**src/logic/shp_pkg.sv**
```systemverilog
// shared constants and types of the sensor hub host protocol framer
package shp_pkg;

    // ------------------------------------------------------------
    // clock and timing
    // ------------------------------------------------------------
    localparam int CLK_HZ = 40_000_000;
    localparam int US_CYCLES = CLK_HZ / 1_000_000;
    localparam int T_INIT_MS = 90;
    localparam int INIT_CYCLES = (CLK_HZ / 1000) * T_INIT_MS;
    localparam int VS_PERIOD_US = 10000;

    // ------------------------------------------------------------
    // transport header and channels
    // ------------------------------------------------------------
    localparam logic [4:0] HDR_BYTES = 5'd4;
    localparam logic [7:0] CH_CTRL = 8'h00;
    localparam logic [7:0] CH_EXEC = 8'h01;
    localparam logic [7:0] CH_HUB = 8'h02;
    localparam logic [7:0] CH_INPUT = 8'h03;

    // ------------------------------------------------------------
    // report ids and command layout
    // ------------------------------------------------------------
    localparam logic [7:0] RID_SET_FEATURE = 8'hfd;
    localparam logic [7:0] RID_FEATURE_RESP = 8'hfc;
    localparam logic [7:0] RID_TIMEBASE = 8'hfb;
    localparam logic [7:0] RID_ACCEL = 8'h01;
    localparam logic [7:0] LEN_SET_FEATURE = 8'h15;
    localparam logic [7:0] SF_POS_ID = 8'h04;
    localparam logic [7:0] SF_POS_SENSOR = 8'h05;
    localparam logic [7:0] SF_POS_INT0 = 8'h09;
    localparam logic [7:0] SF_POS_INT3 = 8'h0c;
    localparam logic [7:0] VS_SYNC = 8'haa;

    // ------------------------------------------------------------
    // packet lengths, header included where framed
    // ------------------------------------------------------------
    localparam logic [4:0] LEN_BANNER = 5'd24;
    localparam logic [4:0] LEN_ADV = 5'd12;
    localparam logic [4:0] LEN_RST = 5'd5;
    localparam logic [4:0] LEN_INIT = 5'd8;
    localparam logic [4:0] LEN_FRESP = 5'd21;
    localparam logic [4:0] LEN_ACCEL = 5'd19;
    localparam logic [4:0] LEN_VS = 5'd10;

    // ------------------------------------------------------------
    // message store layout
    // ------------------------------------------------------------
    localparam int ROM_AW = 6;
    localparam logic [5:0] ROM_BANNER = 6'h00;
    localparam logic [5:0] ROM_ADV = 6'h18;
    localparam logic [5:0] ROM_RST = 6'h20;
    localparam logic [5:0] ROM_INIT = 6'h24;

    // ------------------------------------------------------------
    // periods the physical accelerometer supports, ascending
    // ------------------------------------------------------------
    localparam int N_RATES = 7;
    localparam logic [31:0] RATE_US [N_RATES] = '{32'h0000_09c4, 32'h0000_1388,
        32'h0000_2710, 32'h0000_4e20, 32'h0000_9c40, 32'h0001_3880, 32'h0002_7100};

    typedef enum logic [2:0] {
        ST_BOOT = 3'b000,
        ST_IDLE = 3'b001,
        ST_ATTN = 3'b010,
        ST_FETCH = 3'b011,
        ST_ROMW = 3'b100,
        ST_PUT = 3'b101,
        ST_HOLD = 3'b110
    } shp_state_t;

    typedef enum logic [2:0] {
        K_BANNER = 3'b000,
        K_VS = 3'b001,
        K_ADV = 3'b010,
        K_RST = 3'b011,
        K_INIT = 3'b100,
        K_FRESP = 3'b101,
        K_ACCEL = 3'b110
    } shp_kind_t;

endpackage : shp_pkg

```
**src/logic/shp_rom_if.sv**
```systemverilog
// carrier between the framer core and its message store
`timescale 1ns/10ps
`default_nettype none
interface shp_rom_if;
    logic [shp_pkg::ROM_AW-1:0] addr;
    logic [7:0] data;
    modport core (output addr, input data);
    modport mem (input addr, output data);
endinterface : shp_rom_if
`default_nettype wire

```
**src/logic/shp_rom.sv**
```systemverilog
// fixed message store: banner text and startup message payloads
`timescale 1ns/10ps
`default_nettype none
module shp_rom (
    input wire logic mclk,
    shp_rom_if.mem rom
);
    import shp_pkg::*;

    // ------------------------------------------------------------
    // contents
    // ------------------------------------------------------------
    // version text is arbitrary, no maker or part named
    localparam logic [8*24-1:0] BANNER = "%sensor hub SW Ver 3.2\r\n";

    logic [7:0] data_reg;
    logic [7:0] data_next;

    // lookup of one byte; payloads follow the header, which the core builds
    always_comb begin
        data_next = 8'h00;
        if (rom.addr < ROM_ADV) begin
            data_next = BANNER[(23 - int'(rom.addr)) * 8 +: 8];
        end else begin
            case (rom.addr)
                6'h18: data_next = 8'h00; // advert: channel table tag
                6'h19: data_next = 8'h04; // channels in use
                6'h1a: data_next = 8'h01;
                6'h1b: data_next = 8'h02;
                6'h1c: data_next = 8'h03; // max packet length tag
                6'h1d: data_next = 8'h15;
                6'h1e: data_next = 8'h00;
                6'h1f: data_next = 8'h00;
                6'h20: data_next = 8'h01; // reset complete
                6'h24: data_next = 8'hf1; // unsolicited init
                6'h25: data_next = 8'h00;
                6'h26: data_next = 8'h04;
                6'h27: data_next = 8'h00;
                default: data_next = 8'h00;
            endcase
        end
    end

    // registered read keeps the store timing independent of the decode
    always_ff @(posedge mclk) begin
        data_reg <= data_next;
    end

    assign rom.data = data_reg;

endmodule : shp_rom
`default_nettype wire

```
**src/logic/shp_framer.sv**
```systemverilog
// sensor hub host protocol framer: startup, command parse and report framing
`timescale 1ns/10ps
`default_nettype none
// Behaviour
// RQ1: vector mode: banner, then periodic vector packets
// RQ2: other modes: sensors off until host configures
// RQ3: attention asserted once startup wait ends
// RQ4: first packet is the advertisement
// RQ5: reset-complete message follows on channel 1
// RQ6: init message follows on channel 2
// RQ7: then idle until host enables a function
// RQ8: header: length low, high, channel, sequence
// RQ9: host set-feature: ch 2, len 0x15, 0xfd
// RQ10: feature response gives the granted period
// RQ11: granted period rounds to supported sensor rates
// RQ12: reports follow the granted period
// RQ13: period change sends unsolicited feature response
// RQ14: timebase record 0xfb precedes each report
// RQ15: accel report id 0x01 on channel 3
// RQ16: attention held until host addresses device
// RQ17: sequence number per channel increments mod 256
module shp_framer #(
    parameter int STARTUP_CYCLES = shp_pkg::INIT_CYCLES
) (
    input wire logic mclk,
    input wire logic rst_n,
    input wire logic mode_strap,
    input wire logic host_addressed,
    input wire logic rx_valid,
    input wire logic [7:0] rx_data,
    output logic tx_valid,
    input wire logic tx_ready,
    output logic [7:0] tx_data,
    output logic host_attention_n,
    input wire logic accel_valid,
    input wire logic [15:0] accel_x,
    input wire logic [15:0] accel_y,
    input wire logic [15:0] accel_z,
    input wire logic [7:0] accel_status,
    output logic sensor_enabled
);
    import shp_pkg::*;

    // ------------------------------------------------------------
    // state
    // ------------------------------------------------------------
    typedef struct packed {
        shp_state_t state;
        shp_kind_t kind;
        logic [4:0] idx;
        logic [4:0] len;
        logic [31:0] wait_cnt;
        logic [5:0] us_div;
        logic [31:0] tmr;
        logic [31:0] vs_tmr;
        logic p_banner;
        logic p_vs;
        logic p_adv;
        logic p_rst;
        logic p_init;
        logic p_fresp;
        logic p_accel;
        logic serial_mode;
        logic en;
        logic [31:0] period;
        logic [3:0][7:0] seq;
        logic [7:0] rx_cnt;
        logic [7:0] rx_len;
        logic [7:0] rx_ch;
        logic [7:0] rx_id;
        logic [7:0] rx_sens;
        logic [31:0] rx_int;
        logic [47:0] smp;
        logic [7:0] smp_status;
        logic [31:0] delta;
        logic [31:0] delta_snap;
        logic [7:0] rep_seq;
        logic [7:0] vs_idx;
        logic [7:0] tx_data;
        logic tx_valid;
        logic attn;
        logic [2:0] as_sync;
        logic [2:0] ms_sync;
        logic addr_lvl;
        logic [5:0] rom_addr;
    } shp_regs_t;

    shp_regs_t r_reg;
    shp_regs_t r_next;
    shp_rom_if rom_bus ();

    // ------------------------------------------------------------
    // helpers
    // ------------------------------------------------------------
    // smallest supported period not below the request, largest if the request exceeds it, 0 disables
    function automatic logic [31:0] grant_period(input logic [31:0] req);
        logic [31:0] g;
        g = RATE_US[N_RATES-1];
        if (req == 32'h0) begin
            g = 32'h0;
        end else begin
            for (int i = N_RATES - 1; i >= 0; i--) begin
                if (req <= RATE_US[i]) begin
                    g = RATE_US[i];
                end
            end
        end
        return g;
    endfunction : grant_period

    function automatic logic [7:0] chan_of(input shp_kind_t k);
        logic [7:0] c;
        case (k)
            K_ADV: c = CH_CTRL;
            K_RST: c = CH_EXEC;
            K_INIT: c = CH_HUB;
            K_FRESP: c = CH_HUB;
            default: c = CH_INPUT;
        endcase
        return c;
    endfunction : chan_of

    logic [7:0] cur_byte;
    logic [7:0] vs_sum;
    logic framed;
    logic last_byte;
    logic addr_edge;
    logic rx_end;
    logic sf_ok;

    // ------------------------------------------------------------
    // packet byte selection
    // ------------------------------------------------------------
    always_comb begin
        framed = (r_reg.kind != K_BANNER) && (r_reg.kind != K_VS);
        vs_sum = r_reg.vs_idx + r_reg.smp[7:0] + r_reg.smp[15:8] + r_reg.smp[23:16]
            + r_reg.smp[31:24] + r_reg.smp[39:32] + r_reg.smp[47:40];
        cur_byte = rom_bus.data;
        if (r_reg.kind == K_VS) begin
            case (r_reg.idx)
                5'd0, 5'd1: cur_byte = VS_SYNC;
                5'd2: cur_byte = r_reg.vs_idx;
                5'd9: cur_byte = vs_sum;
                default: cur_byte = r_reg.smp[(int'(r_reg.idx) - 3) * 8 +: 8];
            endcase
        end else if (framed && r_reg.idx < HDR_BYTES) begin
            case (r_reg.idx[1:0])
                2'd0: cur_byte = {3'b000, r_reg.len}; // RQ8
                2'd1: cur_byte = 8'h00; // RQ8
                2'd2: cur_byte = chan_of(r_reg.kind); // RQ8
                default: cur_byte = r_reg.seq[chan_of(r_reg.kind)]; // RQ8
            endcase
        end else if (r_reg.kind == K_FRESP) begin
            case (r_reg.idx)
                5'd4: cur_byte = RID_FEATURE_RESP; // RQ10
                5'd5: cur_byte = RID_ACCEL;
                5'd9, 5'd10, 5'd11, 5'd12: cur_byte = r_reg.period[(int'(r_reg.idx) - 9) * 8 +: 8]; // RQ10
                default: cur_byte = 8'h00;
            endcase
        end else if (r_reg.kind == K_ACCEL) begin
            case (r_reg.idx)
                5'd4: cur_byte = RID_TIMEBASE; // RQ14
                5'd5, 5'd6, 5'd7, 5'd8: cur_byte = r_reg.delta_snap[(int'(r_reg.idx) - 5) * 8 +: 8]; // RQ14
                5'd9: cur_byte = RID_ACCEL; // RQ15
                5'd10: cur_byte = r_reg.rep_seq; // RQ15
                5'd11: cur_byte = r_reg.smp_status; // RQ15
                5'd12: cur_byte = 8'h00; // RQ15
                default: cur_byte = r_reg.smp[(int'(r_reg.idx) - 13) * 8 +: 8]; // RQ15
            endcase
        end
    end

    // ------------------------------------------------------------
    // next state
    // ------------------------------------------------------------
    always_comb begin
        r_next = r_reg;
        last_byte = (r_reg.idx == r_reg.len - 5'd1);
        // address change counts only once second and third stages agree
        r_next.as_sync = {r_reg.as_sync[1:0], host_addressed};
        r_next.ms_sync = {r_reg.ms_sync[1:0], mode_strap};
        if (r_reg.as_sync[1] == r_reg.as_sync[2]) begin
            r_next.addr_lvl = r_reg.as_sync[2];
        end
        addr_edge = r_next.addr_lvl && !r_reg.addr_lvl;

        // command receiver: length from the header bounds each packet
        rx_end = 1'b0;
        sf_ok = 1'b0;
        if (rx_valid) begin
            r_next.rx_cnt = r_reg.rx_cnt + 8'd1;
            case (r_reg.rx_cnt)
                8'h00: r_next.rx_len = rx_data;
                8'h02: r_next.rx_ch = rx_data;
                SF_POS_ID: r_next.rx_id = rx_data;
                SF_POS_SENSOR: r_next.rx_sens = rx_data;
                default: ;
            endcase
            if (r_reg.rx_cnt >= SF_POS_INT0 && r_reg.rx_cnt <= SF_POS_INT3) begin
                r_next.rx_int[(int'(r_reg.rx_cnt) - 9) * 8 +: 8] = rx_data; // RQ9
            end
            rx_end = (r_reg.rx_cnt >= 8'd3) && (r_reg.rx_cnt + 8'd1 >= r_reg.rx_len);
            if (rx_end) begin
                r_next.rx_cnt = 8'd0;
            end
        end
        // only the accelerometer is served; other ids are dropped
        sf_ok = rx_end && r_reg.rx_ch == CH_HUB && r_reg.rx_len == LEN_SET_FEATURE // RQ9
            && r_reg.rx_id == RID_SET_FEATURE && r_reg.rx_sens == RID_ACCEL
            && !r_reg.serial_mode;
        case (r_reg.state)
            ST_BOOT: begin
                r_next.wait_cnt = r_reg.wait_cnt + 32'd1;
                if (r_reg.wait_cnt >= 32'(STARTUP_CYCLES - 1)
                    && r_reg.ms_sync[1] == r_reg.ms_sync[2]) begin
                    r_next.serial_mode = r_reg.ms_sync[2];
                    r_next.p_banner = r_reg.ms_sync[2]; // RQ1
                    r_next.p_adv = !r_reg.ms_sync[2]; // RQ4
                    r_next.p_rst = !r_reg.ms_sync[2]; // RQ5
                    r_next.p_init = !r_reg.ms_sync[2]; // RQ6
                    r_next.state = ST_IDLE;
                end
            end
            ST_IDLE: begin
                // fixed priority keeps the startup order of the messages
                r_next.idx = 5'd0;
                r_next.state = ST_ATTN;
                r_next.attn = 1'b1; // RQ3
                if (r_reg.p_banner) begin
                    r_next.p_banner = 1'b0;
                    r_next.kind = K_BANNER;
                    r_next.len = LEN_BANNER;
                    r_next.state = ST_FETCH;
                    r_next.attn = 1'b0;
                end else if (r_reg.p_vs) begin
                    r_next.p_vs = 1'b0;
                    r_next.kind = K_VS;
                    r_next.len = LEN_VS;
                    r_next.state = ST_FETCH;
                    r_next.attn = 1'b0;
                end else if (r_reg.p_adv) begin
                    r_next.p_adv = 1'b0; // RQ4
                    r_next.kind = K_ADV;
                    r_next.len = LEN_ADV;
                end else if (r_reg.p_rst) begin
                    r_next.p_rst = 1'b0; // RQ5
                    r_next.kind = K_RST;
                    r_next.len = LEN_RST;
                end else if (r_reg.p_init) begin
                    r_next.p_init = 1'b0; // RQ6
                    r_next.kind = K_INIT;
                    r_next.len = LEN_INIT;
                end else if (r_reg.p_fresp && !sf_ok) begin
                    r_next.p_fresp = 1'b0;
                    r_next.kind = K_FRESP;
                    r_next.len = LEN_FRESP;
                end else if (r_reg.p_accel && r_reg.en && !sf_ok) begin
                    r_next.p_accel = 1'b0; // RQ2
                    r_next.kind = K_ACCEL;
                    r_next.len = LEN_ACCEL;
                    r_next.delta_snap = r_reg.delta;
                end else begin
                    r_next.state = ST_IDLE; // RQ7
                    r_next.attn = 1'b0;
                end
            end
            ST_ATTN: begin
                // line stays low until the host addresses us
                if (addr_edge) begin
                    r_next.attn = 1'b0; // RQ16
                    r_next.state = ST_FETCH;
                end
            end
            ST_FETCH: begin
                case (r_reg.kind)
                    K_ADV: r_next.rom_addr = ROM_ADV + 6'(r_reg.idx - HDR_BYTES);
                    K_RST: r_next.rom_addr = ROM_RST + 6'(r_reg.idx - HDR_BYTES);
                    K_INIT: r_next.rom_addr = ROM_INIT + 6'(r_reg.idx - HDR_BYTES);
                    default: r_next.rom_addr = ROM_BANNER + 6'(r_reg.idx);
                endcase
                r_next.state = ST_ROMW;
            end
            ST_ROMW: begin
                r_next.state = ST_PUT;
            end
            ST_PUT: begin
                r_next.tx_data = cur_byte;
                r_next.tx_valid = 1'b1;
                r_next.state = ST_HOLD;
            end
            ST_HOLD: begin
                if (tx_ready) begin
                    r_next.tx_valid = 1'b0;
                    r_next.idx = r_reg.idx + 5'd1;
                    r_next.state = ST_FETCH;
                    if (last_byte) begin
                        r_next.state = ST_IDLE;
                        if (framed) begin
                            r_next.seq[chan_of(r_reg.kind)] =
                                r_reg.seq[chan_of(r_reg.kind)] + 8'd1; // RQ17
                        end
                        if (r_reg.kind == K_ACCEL) begin
                            r_next.rep_seq = r_reg.rep_seq + 8'd1; // RQ15
                        end
                        if (r_reg.kind == K_VS) begin
                            r_next.vs_idx = r_reg.vs_idx + 8'd1;
                        end
                    end
                end
            end
            default: r_next.state = ST_BOOT;
        endcase

        // after the case, so a flag set this cycle beats its clear
        // microsecond tick drives the report and vector timers
        r_next.us_div = r_reg.us_div + 6'd1;
        if (r_reg.us_div == 6'(US_CYCLES - 1)) begin
            r_next.us_div = 6'd0;
            r_next.delta = r_reg.delta + 32'd1;
            if (r_reg.en) begin
                r_next.tmr = r_reg.tmr + 32'd1;
                if (r_reg.tmr >= r_reg.period - 32'd1) begin
                    r_next.tmr = 32'd0;
                    r_next.p_accel = 1'b1; // RQ12
                end
            end
            if (r_reg.serial_mode && r_reg.state != ST_BOOT) begin
                r_next.vs_tmr = r_reg.vs_tmr + 32'd1;
                if (r_reg.vs_tmr == 32'(VS_PERIOD_US - 1)) begin
                    r_next.vs_tmr = 32'd0;
                    r_next.p_vs = 1'b1; // RQ1
                end
            end
        end

        // latest sample and its age
        if (accel_valid) begin
            r_next.smp = {accel_z, accel_y, accel_x};
            r_next.smp_status = accel_status;
            r_next.delta = 32'd0;
        end

        if (sf_ok) begin
            r_next.period = grant_period(r_reg.rx_int); // RQ11
            r_next.en = (r_reg.rx_int != 32'h0); // RQ7
            r_next.tmr = 32'd0;
            r_next.p_accel = 1'b0;
            // every accepted command queues a response, even one that leaves this sensor's period unchanged
            r_next.p_fresp = 1'b1; // RQ10 RQ13
        end
    end

    // ------------------------------------------------------------
    // registers
    // ------------------------------------------------------------
    // all-zero reset leaves every sensor disabled
    always_ff @(posedge mclk) begin
        if (!rst_n) begin
            r_reg <= '0; // RQ2
        end else begin
            r_reg <= r_next;
        end
    end

    // ------------------------------------------------------------
    // message store and outputs
    // ------------------------------------------------------------
    shp_rom u_rom (
        .mclk(mclk),
        .rom(rom_bus.mem)
    );

    assign rom_bus.addr = r_reg.rom_addr;
    assign tx_valid = r_reg.tx_valid;
    assign tx_data = r_reg.tx_data;
    assign host_attention_n = ~r_reg.attn; // RQ3 RQ16
    assign sensor_enabled = r_reg.en;

endmodule : shp_framer
`default_nettype wire

```
**config.mk**
```make
export PLATFORM = sky130hd
export DESIGN_NAME = shp_framer
export DESIGN_NICKNAME = d
export VERILOG_FILES = /design/src/logic/shp_pkg.sv /design/src/logic/shp_rom_if.sv /design/src/logic/shp_rom.sv /design/src/logic/shp_framer.sv
export SDC_FILE = /design/constraint.sdc
export NUM_CORES = 1
export LEC_CHECK = 0
export ABC_AREA = 1
export BUFFER_PORTS_ARGS = -buffer_cell sky130_fd_sc_hd__buf_2
export CORE_UTILIZATION = 56
export CTS_CLUSTER_SIZE = 40
export DETAILED_ROUTE_END_ITERATION = 8
export GPL_TIMING_DRIVEN = 0
export PLACE_DENSITY_LB_ADDON = 0.12
export SLEW_MARGIN = 20
export SYNTH_ARGS = -nofsm -noshare
export SYNTH_HDL_FRONTEND = slang
export SYNTH_SLANG_ARGS = --single-unit
```
**constraint.sdc**
```tcl
create_clock -name mclk -period 5.39 [get_ports mclk]
set_input_delay 0.539 -clock mclk [delete_from_list [all_inputs] [get_ports mclk]]
set_output_delay 0.539 -clock mclk [all_outputs]
set_load 0.01 [all_outputs]
```
==> flow_summary.yaml <==
outcome:
  status: "complete, no violations"
logic_synthesis:
  synthCells: 3410
  synth_edf_count: 0
  postSynth.asyncResetShare_pct: 0
  synth_area_um2: 23870
  synth-seq-cells: 419
  syn_nets: 3594
  synth_xor_area_share_pct: 3.376
  netlist_top_cells_area: "dfxtp_1, nand2_1, inv_1"
  synth_top_family_by_area: "simple AND/OR/NAND/NOR gates"
  yosys_most_used_dff: "dfxtp_1"
  synth_cell_type_count: 62
  yosys-mux-area-fraction_pct: 0.2516
  synth-adder-area-share_pct: 6.930
  synth_top_cell_by_area: "dfxtp_1"
  yosys_warnings: 0
  avgSynthCellArea_um2: 7.000
  yosysSeqAreaShare_pct: 35.14
  synth-simple-area-share_pct: 27.46
  synth_top_area_share_pct: 35.14
  synth_compound_area_share_pct: 16.88
clock_network:
  clk_pin_slew_ps: 60
  ctsHoldBuffers: 0
  cts_made_buffers: 47
  clock_path_buffers: 3
  clk_latency_ps: 590
  cts_tree: "built"
  post_cts_resized: 0
  post_cts_buffers: 0
  cts_max_level: 2
  cts.root.buffer_cell: "clkbuf_16"
  clkSinkCount: 419
power_and_ir_drop:
  power.share.sequential_pct: 38.5
  powerDensity_nw_per_um2: 317.8
  internal-power_mw: 5.721
  p_switching_mw: 2.722
  power.share.switching_pct: 32.24
  peakVddDrop_v: 0.0004019
  share_comb_of_total_power_pct: 22.3
  clockPowerShare_pct: 39.2
  leakagePower_nw: 11.22
sta:
  rsz0062_at_grt: "no"
  fmax_mhz: 224.7
  slew_violations: 0
  layout_setup_ws_ps: 939.7
  finalSetupTns_ps: 0
  layout_min_cycle_time_ps: 4450
  holdWs_ps: 131.5
  finalHoldViolations: 0
  period_share_pct: 82.57
  fin_skew_ps: 16.72
  worst_pin_slew_ps: 1262
  max-slew-margin-rel_pct: 15.89
  finalSetupViolCount: 0
grt:
  grt_usage_pct: 32.12
  grt_max_degree: 14
  gr-total-overflow: 0
  antenna_found_initial: 1
  grt_pass1_wl_um: 112700
  grt_pass1_vias: 21890
route:
  drtPass1Iterations: 8
  antenna_left: 0
  drtIter0Drc: 2051
  wl_per_cell_um: 17.21
  viasPerCell: 5.705
  num_vias: 23480
  wl_um: 70830
  drcViolationCount: 0
die:
  die_h_um: 208.5
  row_count: 75
  fp.coreArea_um2: 41950
  die_area_um2: 43450
  initial_core_util_pct: 56.90
  dieWidth_um: 208.5
  io_pins: 82
critical_path:
  slowest_stage: "fa_1"
  cp_max_fo: 8
  cp.buffers_inverters: 0
  critical_path_class: "reg2reg"
  cpMostUsedCell: "fa_1"
  cp-end-kind: "flip-flop"
  max_stage_delay_ps: 570
  crit_chain: "fa_1 -> fa_1 -> fa_1 -> fa_1 -> ha_1 -> nand2_1 -> nor2_1 -> a211oi_1 -> or2_2 -> nand2_1 -> nand2_1 -> nand3b_1 -> nand3_1 -> nand3_1 -> o21ai_0 -> a21oi_1"
  worst-endpoint-required_ps: 5840
  critPathTopFamily: "adder cells"
  start_kind: "flip-flop"
  critPathArrivalTime_ps: 4900
worst_hold_path:
  hp-class: "in2reg"
final_layout:
  diodes: 0
  final-seq-area_um2: 8388
  most-common-layout-cells: "nand2_1, inv_1, nor2_1, dfxtp_1, a21oi_1"
  area_growth_pct: 11.29
  nFillCells: 3881
  final_common_cell: "nand2_1"
  largest_reg_flops: 386
  multi_input_area_um2: 13120
  drive_above_1_share_pct: 7.383
  final_nets: 3723
placement:
  dpl_worst_slack_ps: 883.8
  io_buffer_count: 80
  post-dp-hpwl_um: 54670
  place_congestion: 0.9959
flow_run:
  drv_cap: 0
[kinds of logic (layout without fill, tap and decap cells)]
family          after synthesis  in the layout
fa+ha+maj                   113            113
flops                       419            419
mux                           6              6
xor+xnor                     92             92
compound gates              713            713
buf+inv                     607            773
simple gates               1460           1460
[per-stage QoR]
stage	power, mW	instance area [um2]	utilization (%)	instances
6_report	8.443	26560	63.33	4115
5_1_grt	8.805	26560	63.33	4115
4_1_cts	8.433	26550	63.30	4115
3_5_place_dp	5.136	24940	59.47	4029
3_3_place_gp	5.099	24940	59.47	4029
2_1_floorplan	4.583	23870	-	3410
[area by class of cell]
class	count	share of cell area, %
plain buffers	117	1.964
clock buffers	67	5.280
clock inverters	19	0.7772
inverters	490	6.985
multi-input cells	2384	49.37
flip-flops and latches	419	31.58
well taps	539	2.539
repair buffers	80	1.507
[power by group through the flow]
stage	registers [mW]	logic, mW	clock network [mW]
6_report	3.25	1.88	3.31
5_1_grt	3.26	2.07	3.47
4_1_cts	3.25	1.83	3.35
3_5_place_dp	3.32	1.82	0
3_3_place_gp	3.32	1.78	0
2_1_floorplan	3.29	1.29	0
[path summary, 6_finish.rpt]
check	start	end	slack, ps	cells past startpoint
max	r_reg[26]	tx_data[6]	940	16
min	mode_strap	r_next[8]	130	3
max reg2reg	r_reg[26]	tx_data[6]	940	16
min reg2reg	r_next[11]	r_next[12]	430	2
[cells in the mapped netlist, types with 12 or more instances]
cell type / instances
nand2_1: 532
inv_1: 470
nor2_1: 442
dfxtp_1: 419
a21oi_1: 277
o21ai_0: 261
nand3_1: 153
nor3_1: 113
nand4_1: 95
clkbuf_1: 82
ha_1: 81
xor2_1: 67
a211oi_1: 61
nor4_1: 41
fa_1: 32
xnor2_1: 25
o21a_1: 21
o211ai_1: 18
o22ai_1: 15
inv_2: 13
buf_2: 12
nor3b_1: 12
or2_2: 12
[routing by layer]
layer / vias up / track usage [%] / wire [um]
met5: - / 0 / 11
met4: 2 / 11.98 / 2376
met1: 10910 / 42.97 / 31150
met3: 155 / 4.060 / 4881
li1: 11590 / - / -
met2: 812 / 52.90 / 32410
[tightest hold or removal path, stage by stage]
cell,delay [ps]
buf_2,70
nand2_1,40
inv_1,40
No activity file was read; power rests on OpenSTA's default activity.
